$ cat config.mk
export PLATFORM = sky130hd
export DESIGN_NAME = sfp_device_flat
export DESIGN_NICKNAME = d
export VERILOG_FILES = /design/src/verilog/sfp_pkg.sv /design/src/verilog/sfp_link_if.sv /design/src/verilog/sfp_chan_ctl.sv /design/src/verilog/sfp_device.sv /design/src/flat_wrapper.sv
export SDC_FILE = /design/constraint.sdc
export NUM_CORES = 1
export LEC_CHECK = 0
export BUFFER_PORTS_ARGS = -buffer_cell sky130_fd_sc_hd__clkbuf_2
export CAP_MARGIN = 20
export CORE_AREA = 2 2 144 146
export CTS_CLUSTER_DIAMETER = 50
export DETAILED_ROUTE_END_ITERATION = 10
export DIE_AREA = 0 0 146 148
export PLACE_DENSITY = 0.73
export SLEW_MARGIN = 0
export SYNTH_ARGS = -nofsm -noshare
export SYNTH_HDL_FRONTEND = slang
export SYNTH_HIERARCHICAL = 1
export SYNTH_SLANG_ARGS = --single-unit
export TNS_END_PERCENT = 10
$ cat constraint.sdc
create_clock -name clk_in -period 6.5 [get_ports clk_in]
set_input_delay 0.65 -clock clk_in [delete_from_list [all_inputs] [get_ports clk_in]]
set_output_delay 0.65 -clock clk_in [all_outputs]
set_load 0.02 [all_outputs]
$ cat src/verilog/sfp_pkg.sv
// constants, types and shared helpers of the channel passivation policy
// assumes both link ends and the testbench import it before use
`default_nettype none

package sfp_pkg;

   // channel count and process value width
   localparam int NUM_CH = 8;
   localparam int PV_W = 16;

   // substitute process value of a passivated channel
   localparam logic [PV_W-1:0] SUBST_VALUE = 16'h0000;

   // safety address limits, 1 .. 65534
   localparam logic [15:0] ADDR_MIN = 16'h0001;
   localparam logic [15:0] ADDR_MAX = 16'hFFFE;

   // behaviour after a channel fault
   localparam logic REACT_MODULE = 1'b0;
   localparam logic REACT_CHANNEL = 1'b1;
   localparam logic REACT_DEFAULT = REACT_CHANNEL;

   // reintegration after a channel fault
   localparam logic [1:0] REINT_ADJUST = 2'h0;
   localparam logic [1:0] REINT_ALL_AUTO = 2'h1;
   localparam logic [1:0] REINT_ALL_MANUAL = 2'h2;
   localparam logic [1:0] REINT_DEFAULT = REINT_ALL_MANUAL;

   // per channel defaults: manual ack, 4..20 mA range, wire break on
   localparam logic [NUM_CH-1:0] ACK_AUTO_DEFAULT = 8'h00;
   localparam logic [NUM_CH-1:0] RANGE_LZ_DEFAULT = 8'hFF;
   localparam logic [NUM_CH-1:0] WB_EN_DEFAULT = 8'hFF;

   // parameter error codes reported by the device
   localparam logic [1:0] PERR_NONE = 2'h0;
   localparam logic [1:0] PERR_ADDR = 2'h1;
   localparam logic [1:0] PERR_COMBO = 2'h2;
   localparam logic [1:0] PERR_RUN = 2'h3;

   // channel reintegration states
   typedef enum logic [1:0] {
      SFP_CH_OK = 2'b00,
      SFP_CH_FAULT = 2'b01,
      SFP_CH_WAIT_ACK = 2'b10
   } sfp_ch_state_t;

   // device configuration states
   typedef enum logic {
      SFP_DEV_UNCONF = 1'b0,
      SFP_DEV_CONF = 1'b1
   } sfp_dev_state_t;

   // controller sequencing states
   typedef enum logic [1:0] {
      SFP_CT_IDLE = 2'b00,
      SFP_CT_SEND = 2'b01,
      SFP_CT_RUN = 2'b10
   } sfp_ct_state_t;

   // a safety address lies within 1 .. 65534
   function automatic logic addr_ok(input logic [15:0] addr);
      addr_ok = (addr >= ADDR_MIN) && (addr <= ADDR_MAX);
   endfunction

endpackage

`default_nettype wire

$ cat src/verilog/sfp_link_if.sv
// link between the safety controller and the current input module
// assumes both ends share clk_in; the testbench instantiates and joins them
`timescale 1ns/1ps
`default_nettype none

interface sfp_link_if;
   import sfp_pkg::*;

   // parameter delivery
   logic prm_valid;
   logic prm_accept;
   logic prm_reject;
   logic fault_react;
   logic [1:0] reint_mode;
   logic [NUM_CH-1:0] ack_auto;
   logic [NUM_CH-1:0] range_lz;
   logic [NUM_CH-1:0] wb_en;
   logic [15:0] src_addr;
   logic [15:0] dst_addr;
   // operation
   logic run;
   logic ack_req;
   logic [NUM_CH-1:0][PV_W-1:0] pv;
   logic [NUM_CH-1:0] passivated;
   logic [NUM_CH-1:0] ack_needed;

   modport device (
      input prm_valid, fault_react, reint_mode, ack_auto, range_lz, wb_en,
      input src_addr, dst_addr, run, ack_req,
      output prm_accept, prm_reject, pv, passivated, ack_needed
   );

   modport ctrl (
      output prm_valid, fault_react, reint_mode, ack_auto, range_lz, wb_en,
      output src_addr, dst_addr, run, ack_req,
      input prm_accept, prm_reject, pv, passivated, ack_needed
   );
endinterface

`default_nettype wire

$ cat src/verilog/sfp_chan_ctl.sv
// one channel's passivation and reintegration state
// assumes fault and mode inputs are already resolved by the device end
`timescale 1ns/1ps
`default_nettype none

module sfp_chan_ctl
   import sfp_pkg::*;
(
   input wire logic clk_in,
   input wire logic reset_in,
   input wire logic ce_in,
   input wire logic enable_in,
   input wire logic fault_in,
   input wire logic auto_in,
   input wire logic ack_in,
   output logic passive_out,
   output logic ack_needed_out
);
   sfp_ch_state_t state;
   sfp_ch_state_t next_state;

   // fault passivates; reintegration by ack or automatically
   always_comb begin
      next_state = state;
      unique case (state)
         SFP_CH_OK: begin
            if (fault_in) begin
               next_state = SFP_CH_FAULT;
            end
         end
         SFP_CH_FAULT: begin
            if (!fault_in) begin
               next_state = auto_in ? SFP_CH_OK : SFP_CH_WAIT_ACK; // [RULE_04]
            end
         end
         SFP_CH_WAIT_ACK: begin
            if (fault_in) begin
               next_state = SFP_CH_FAULT; // fault wins over ack
            end else if (ack_in || auto_in) begin
               next_state = SFP_CH_OK;
            end
         end
         default: begin
            next_state = SFP_CH_FAULT;
         end
      endcase
   end

   // state register, forced to SFP_CH_OK while not configured
   always_ff @(posedge clk_in or posedge reset_in) begin
      if (reset_in) begin
         state <= SFP_CH_OK;
      end else if (ce_in) begin
         state <= enable_in ? next_state : SFP_CH_OK;
      end
   end

   assign passive_out = (state != SFP_CH_OK);
   assign ack_needed_out = (state == SFP_CH_WAIT_ACK);
endmodule

`default_nettype wire

$ cat src/verilog/sfp_device.sv
// fault reaction and parameter policy of the eight channel current input
// assumes acquisition logic supplies faults and measured values on clk_in
//
// Operation
// RULE_01 - fault passivates module or only faulty channels
// RULE_02 - per channel reintegration only with channel passivation
// RULE_03 - module passivation uses one common reintegration type
// RULE_04 - adjustable mode: channel ack setting decides reintegration
// RULE_05 - controller sends address pair before operation
// RULE_06 - controller gives unique destination address 1..65534
// RULE_07 - destination address may be set manually
// RULE_08 - source address comes from controller base
// RULE_09 - wire break diagnostic only on 4..20 mA
// RULE_10 - user enables diagnostics to suit wiring
// RULE_11 - parameters accepted at startup, rejected while running
// RULE_12 - passivated or discrepant channel delivers value zero
`timescale 1ns/1ps
`default_nettype none

module sfp_device
   import sfp_pkg::*;
(
   input wire logic clk_in,
   input wire logic reset_in,
   input wire logic ce_in,
   sfp_link_if.device link,
   input wire logic [NUM_CH-1:0] chan_fault_in,
   input wire logic [NUM_CH-1:0] wire_break_in,
   input wire logic [NUM_CH-1:0] discrepancy_in,
   input wire logic [NUM_CH-1:0][PV_W-1:0] meas_value_in,
   output logic configured_out,
   output logic [1:0] param_err_out,
   output logic [NUM_CH-1:0] wb_active_out,
   output logic module_passive_out
);
   sfp_dev_state_t state;
   logic cfg_react;
   logic [1:0] cfg_reint;
   logic [NUM_CH-1:0] cfg_ack_auto;
   logic [NUM_CH-1:0] cfg_wb;
   logic [15:0] cfg_src;
   logic [15:0] cfg_dst;
   logic set_ok;
   logic [1:0] set_err;
   logic take;
   logic refuse;
   logic [NUM_CH-1:0] fault_now;
   logic any_fault;
   logic [NUM_CH-1:0] ch_fault;
   logic [NUM_CH-1:0] ch_auto;
   logic [NUM_CH-1:0] ch_passive;
   logic [NUM_CH-1:0] ch_ack_needed;
   logic [NUM_CH-1:0] pass_reg;
   logic [NUM_CH-1:0][PV_W-1:0] pv_reg;
   logic [NUM_CH-1:0] ack_reg;

   // check an offered parameter set
   always_comb begin
      set_err = PERR_NONE;
      if (!addr_ok(link.src_addr) || !addr_ok(link.dst_addr)) begin
         set_err = PERR_ADDR; // [RULE_05]
      end else if ((link.fault_react == REACT_MODULE) &&
                   (link.reint_mode == REINT_ADJUST)) begin
         set_err = PERR_COMBO; // [RULE_02]
      end else if (link.reint_mode == 2'h3) begin
         set_err = PERR_COMBO; // unused code
      end
      set_ok = (set_err == PERR_NONE);
   end

   // accept only before the controller runs, refuse otherwise
   assign take = link.prm_valid && !link.run && set_ok; // [RULE_11]
   assign refuse = link.prm_valid && (link.run || !set_ok); // [RULE_11]
   assign link.prm_accept = take && ce_in;
   assign link.prm_reject = refuse && ce_in;

   // configuration state
   always_ff @(posedge clk_in or posedge reset_in) begin
      if (reset_in) begin
         state <= SFP_DEV_UNCONF;
      end else if (ce_in && take) begin
         state <= SFP_DEV_CONF;
      end
   end

   // stored parameter set, loaded only on acceptance
   always_ff @(posedge clk_in or posedge reset_in) begin
      if (reset_in) begin
         cfg_react <= REACT_DEFAULT; // [RULE_01]
         cfg_reint <= REINT_DEFAULT;
         cfg_ack_auto <= ACK_AUTO_DEFAULT;
         cfg_wb <= WB_EN_DEFAULT & RANGE_LZ_DEFAULT;
         cfg_src <= ADDR_MIN;
         cfg_dst <= ADDR_MIN;
      end else if (ce_in && take) begin
         cfg_react <= link.fault_react;
         cfg_reint <= link.reint_mode;
         cfg_ack_auto <= link.ack_auto;
         cfg_wb <= link.wb_en & link.range_lz; // [RULE_09]
         cfg_src <= link.src_addr;
         cfg_dst <= link.dst_addr;
      end
   end

   // last parameter outcome
   always_ff @(posedge clk_in or posedge reset_in) begin
      if (reset_in) begin
         param_err_out <= PERR_NONE;
      end else if (ce_in && link.prm_valid) begin
         if (link.run) begin
            param_err_out <= PERR_RUN;
         end else begin
            param_err_out <= set_err;
         end
      end
   end

   // channel fault: own fault, discrepancy, or enabled wire break
   assign fault_now = chan_fault_in | discrepancy_in | (wire_break_in & cfg_wb); // [RULE_09]
   assign any_fault = |fault_now;

   // resolve fault source and reintegration type per channel
   always_comb begin
      for (int i = 0; i < NUM_CH; i++) begin
         if (cfg_react == REACT_MODULE) begin
            ch_fault[i] = any_fault; // [RULE_01]
            ch_auto[i] = (cfg_reint == REINT_ALL_AUTO); // [RULE_03]
         end else begin
            ch_fault[i] = fault_now[i]; // [RULE_01]
            if (cfg_reint == REINT_ADJUST) begin
               ch_auto[i] = cfg_ack_auto[i]; // [RULE_02] [RULE_04]
            end else begin
               ch_auto[i] = (cfg_reint == REINT_ALL_AUTO);
            end
         end
      end
   end

   // one state machine per channel
   for (genvar g = 0; g < NUM_CH; g++) begin : g_ch
      sfp_chan_ctl u_ch (
         .clk_in(clk_in),
         .reset_in(reset_in),
         .ce_in(ce_in),
         .enable_in(state == SFP_DEV_CONF),
         .fault_in(ch_fault[g]),
         .auto_in(ch_auto[g]),
         .ack_in(link.ack_req && link.run),
         .passive_out(ch_passive[g]),
         .ack_needed_out(ch_ack_needed[g])
      );
   end

   // passivation status; unconfigured means all passive
   always_ff @(posedge clk_in or posedge reset_in) begin
      if (reset_in) begin
         pass_reg <= '1;
         ack_reg <= '0;
      end else if (ce_in) begin
         if (state == SFP_DEV_CONF) begin
            pass_reg <= ch_passive;
            ack_reg <= ch_ack_needed;
         end else begin
            pass_reg <= '1;
            ack_reg <= '0;
         end
      end
   end

   // process values with substitute zero
   always_ff @(posedge clk_in or posedge reset_in) begin
      if (reset_in) begin
         pv_reg <= '0;
      end else if (ce_in) begin
         for (int i = 0; i < NUM_CH; i++) begin
            if ((state != SFP_DEV_CONF) || ch_passive[i] || discrepancy_in[i]) begin
               pv_reg[i] <= SUBST_VALUE; // [RULE_12]
            end else begin
               pv_reg[i] <= meas_value_in[i];
            end
         end
      end
   end

   // link and user side outputs
   assign link.pv = pv_reg;
   assign link.passivated = pass_reg;
   assign link.ack_needed = ack_reg;
   assign configured_out = (state == SFP_DEV_CONF);
   assign wb_active_out = cfg_wb;
   assign module_passive_out = &pass_reg;
endmodule

`default_nettype wire

$ cat src/flat_wrapper.sv
// flat-port wrapper written by rule: the top's interface ports become plain ports
module sfp_device_flat import sfp_pkg::*;
  (clk_in, reset_in, ce_in, chan_fault_in, wire_break_in, discrepancy_in, meas_value_in, configured_out, param_err_out, wb_active_out, module_passive_out, link_prm_valid, link_fault_react, link_reint_mode, link_ack_auto, link_range_lz, link_wb_en, link_src_addr, link_dst_addr, link_run, link_ack_req, link_prm_accept, link_prm_reject, link_pv, link_passivated, link_ack_needed);
  sfp_link_if link_i ();
  input wire logic clk_in;
  input wire logic reset_in;
  input wire logic ce_in;
  input wire logic [NUM_CH-1:0] chan_fault_in;
  input wire logic [NUM_CH-1:0] wire_break_in;
  input wire logic [NUM_CH-1:0] discrepancy_in;
  input wire logic [NUM_CH-1:0][PV_W-1:0] meas_value_in;
  output logic configured_out;
  output logic [1:0] param_err_out;
  output logic [NUM_CH-1:0] wb_active_out;
  output logic module_passive_out;
  input wire logic [$bits(link_i.prm_valid)-1:0] link_prm_valid;
  input wire logic [$bits(link_i.fault_react)-1:0] link_fault_react;
  input wire logic [$bits(link_i.reint_mode)-1:0] link_reint_mode;
  input wire logic [$bits(link_i.ack_auto)-1:0] link_ack_auto;
  input wire logic [$bits(link_i.range_lz)-1:0] link_range_lz;
  input wire logic [$bits(link_i.wb_en)-1:0] link_wb_en;
  input wire logic [$bits(link_i.src_addr)-1:0] link_src_addr;
  input wire logic [$bits(link_i.dst_addr)-1:0] link_dst_addr;
  input wire logic [$bits(link_i.run)-1:0] link_run;
  input wire logic [$bits(link_i.ack_req)-1:0] link_ack_req;
  output wire logic [$bits(link_i.prm_accept)-1:0] link_prm_accept;
  output wire logic [$bits(link_i.prm_reject)-1:0] link_prm_reject;
  output wire logic [$bits(link_i.pv)-1:0] link_pv;
  output wire logic [$bits(link_i.passivated)-1:0] link_passivated;
  output wire logic [$bits(link_i.ack_needed)-1:0] link_ack_needed;
  assign link_i.prm_valid = link_prm_valid;
  assign link_i.fault_react = link_fault_react;
  assign link_i.reint_mode = link_reint_mode;
  assign link_i.ack_auto = link_ack_auto;
  assign link_i.range_lz = link_range_lz;
  assign link_i.wb_en = link_wb_en;
  assign link_i.src_addr = link_src_addr;
  assign link_i.dst_addr = link_dst_addr;
  assign link_i.run = link_run;
  assign link_i.ack_req = link_ack_req;
  assign link_prm_accept = link_i.prm_accept;
  assign link_prm_reject = link_i.prm_reject;
  assign link_pv = link_i.pv;
  assign link_passivated = link_i.passivated;
  assign link_ack_needed = link_i.ack_needed;
  sfp_device u_core (.clk_in(clk_in), .reset_in(reset_in), .ce_in(ce_in), .link(link_i), .chan_fault_in(chan_fault_in), .wire_break_in(wire_break_in), .discrepancy_in(discrepancy_in), .meas_value_in(meas_value_in), .configured_out(configured_out), .param_err_out(param_err_out), .wb_active_out(wb_active_out), .module_passive_out(module_passive_out));
endmodule
==> results list <==
- Outcome: finished clean
- For this run, the top clock speed supported by timing is ~320 MHz.
* End-of-flow core utilization: 56.14%
- Internal Power: between 2 and 2.5 mW
- Period utilisation layout: 48.29%
- The first global-routing pass estimated 39.52 mm of wire.
* Leading cell type in the layout, fill and taps excluded: clkbuf_2
- The initial antenna violation count came to 3.
- Worst clock skew on the final layout: between 0.01 and 0.015 ns
- Synth Area per Inst: about 9.4 um^2
* Number of flops mapped to enable cells by yosys: 0
- Data arrival time of the critical path: roughly 2.5 ns
* Part of the total power dissipated in combinational logic: 31.3%
- Entering global routing, the biggest net connects between 100 and 150 pins.
- Clk Tree Root Cell: clkbuf_16
* Die area: between 20000 and 25000 um^2
- Starting density of the core: 42.08%
- The H-tree was split into 4 levels.
- Highest-count cells in the layout ignoring fill and taps: clkbuf_2 (373), inv_1 (186), dfrtp_1 (164)
* Hold Path Class: input pin to asynchronous set/reset pin
- Share of total power consumed by net switching: between 30% and 40%
* Worst-Margin Slew: roughly 0.99 ns
- Crit-path cells: clkbuf_2 -> nor4_1 -> and4_4 -> nor4_4 -> nand4_2 -> inv_2 -> clkbuf_2
* Final #Nets: about 1500
- For the finished layout, the period the worst path requires is between 3 and 4 ns.
- Most used flip-flop cell after synthesis: dfrtp_1
- The longest clock path from root to sink contains 2 buffers.
* Sequential share of power: about two fifths
- Post-synth net total: roughly 1100
- Placeable core area: between 20000 and 25000 um^2
- Clock tree from TritonCTS: yes
- Max stage delay on crit path: 0.76 ns
- Number of non-filler instances in the completed layout: roughly 1600
- In the synthesized netlist the async set-or-reset flop fraction comes to 100.0%.
- Number of design-rule violations left by the first detailed-router iteration: between 400 and 500
* Number of rows created at floorplan: 52
- CP dominant cell by count: clkbuf_2
- Worst hold slack: ~0.26 ns
- The final-report hold violation count is 0.
- The netlist uses 38 different library cells.
- Number of detailed-routing iterations run before antenna repair: 5
- RSZ-0062 raised after global routing: no
- Max-cap violations in this run came to 0.
* Final routed wirelength across all metal layers: 25.34 mm
- After synthesis the netlist holds a flip-flop and latch count of roughly 180.
- Number of buffers inserted by hold repair at cts: 0
- Cell count after synthesis: ~900
- Accumulated negative setup slack: 0 ns
* Kind of critical path: input pin to output pin
- Leakage power: 5.847 nW
- During I/O placement, the number of pins put on the boundary was 375.
* Seq/Total Area, Yosys: 54.28%
* Final setup violation count: 0
- Total standard cell area after synthesis: 8432 um^2
- Worst vdd rail ir drop: between 0.00015 and 0.0002 V
- Critical path launch point type: input pin
* Count of buffers added by post-CTS timing repair for setup: 0
* Total grt overflow: 0
* Synthesis warning total: 6
* Share of power burned in the clock network: between 20% and 30%
- Placed cells: ~1500
- Power spread over the standard cell area amounts to 336.1 nW/um^2.
* Total half-perimeter wirelength after legalization and detailed placement: 19.36 mm
* DRC errors left: 0
* Inserted Clock Buffers: 17
* Slew HR: about 34%
* Ratio of cells with drive above 1 in the final layout: 36.33%
* Per-cell via count in the routed design: between 4 and 5
- The worst setup path is captured at an output pin.
- From left edge to right edge, the die measures 146 um.
- Crit path max-delay cell type: nand4_2
- The via count of the first global-routing pass came to between 7000 and 8000.
- DIE HEIGHT: roughly 150 um
- Gate family responsible for the most delay along the worst path: simple AND/OR/NAND/NOR gates
- The critical path contains buffers and inverters numbering 3 combined.
- Count of buffers inserted at the top-level ports: approximately 370
- In the final routed layout, each cell accounts on average for between 15 and 20 um.
- DRT antenna net count: 0
* Clock sink count: 182
- From synthesis to final layout, the design area changed by 33.43%.
- Clock latency on the worst-skew pair, taken at its later pin, is ~0.43 ns.
- Number of flip-flops under the largest register name: 128
* Number of slew-limit violations in the final report: 0
* Top fanout value on the critical path: 21
- The routed layout has approximately 7600 vias.
- CP Data Required Time: about 6 ns
- Summed over all nets, the switching power comes to 1.403 mW.
- Final estimated routing congestion in global placement: between 0.8 and 0.9
- After clock tree synthesis, the clock-pin slew on the worst setup and hold paths is 0.07 ns.
- Number of gates given a new drive strength after cts: 0
* Overall track demand over capacity in global routing: around a quarter
-- worst reg2reg max path: stages (launching register included) --
cell,delay [ns]
dfstp_2,0.39
a211oi_1,0.51
nand4_1,0.22
o21ai_1,0.48
o21ai_0,0.29
or3b_1,0.48
o221ai_2,0.25
a32o_1,0.16
-- synthesized netlist by cell type, types with 11 or more instances --
library cell,instances,area share (%)
o21ai_1,51,3.0
dfrtp_1,164,49
ha_1,24,3.6
nand4_1,12,0.89
clkbuf_1,23,1.0
dfstp_2,18,5.6
inv_1,187,8.3
nand2_1,149,6.6
o21ai_0,92,5.5
mux2i_1,16,1.9
nor2_1,28,1.2
a21oi_1,11,0.65
-- cell families (layout without fill, tap and decap cells) --
group	after synthesis	in the layout	synth area share (%)
flops	182	182	54.28
mux	27	27	3.814
compound gates	204	204	14.75
buf+inv	219	604	9.957
simple gates	239	239	13.64
other cells	0	3	0
fa+ha+maj	24	24	3.561
-- per-stage QoR --
step                power (mW)  setup WS (ns)  area, um^2
detailed placement       2.716          3.336       10570
CTS                      3.800          3.336       11200
floorplan                2.263          1.390        8432
global placement         2.678          3.373       10560
finish                   3.781          3.361       11250
global route             3.995          3.160       11250
-- area by class of cell --
cell class,count,area (um^2)
Inverter,188,710.7
Sequential cell,182,4577
Multi-Input combinational cell,494,3022
Timing Repair Buffer,384,1971
Tap cell,270,337.8
Antenna cell,3,7.507
Clock buffer,17,425.4
Fill cell,1815,8788
Clock inverter,15,200.2
-- worst paths after layout --
| path | startpoint | end | slack, ns | depth (start not counted) |
|---|---|---|---|---|
| max | link_src_addr[15] | link_prm_accept | 3.36 | 7 |
| min | reset_in | u_core/g_ch[2].u_ch/state[1] | 0.26 | 2 |
| max reg2reg | u_core/wb_active_out[2] | u_core/g_ch[5].u_ch/state[0] | 3.65 | 7 |
| min reg2reg | u_core/wb_active_out[6] | u_core/wb_active_out[6] | 0.48 | 2 |
| max in group asynchronous | reset_in | u_core/link.pv[18] | 4.55 | 3 |
| min in group clk_in | link_range_lz[1] | u_core/wb_active_out[1] | 0.40 | 3 |
-- power by group through the flow --
stage               registers, mW  logic [mW]  clock network [mW]
global route                 1.56        1.30                1.14
global placement             1.54        1.14                   0
finish                       1.53        1.18                1.07
floorplan                    1.72       0.541                   0
CTS                          1.53        1.18                1.10
detailed placement           1.55        1.17                   0
-- layer usage --
metal	vias to the layer above	wire length [um]	track usage, %
li1	3644	-	-
met1	3545	10660	30.50
met5	-	0	0
met2	323	12310	37.71
met4	0	830	9.903
met3	58	1537	4.907
No activity file was read; power rests on OpenSTA's default activity.
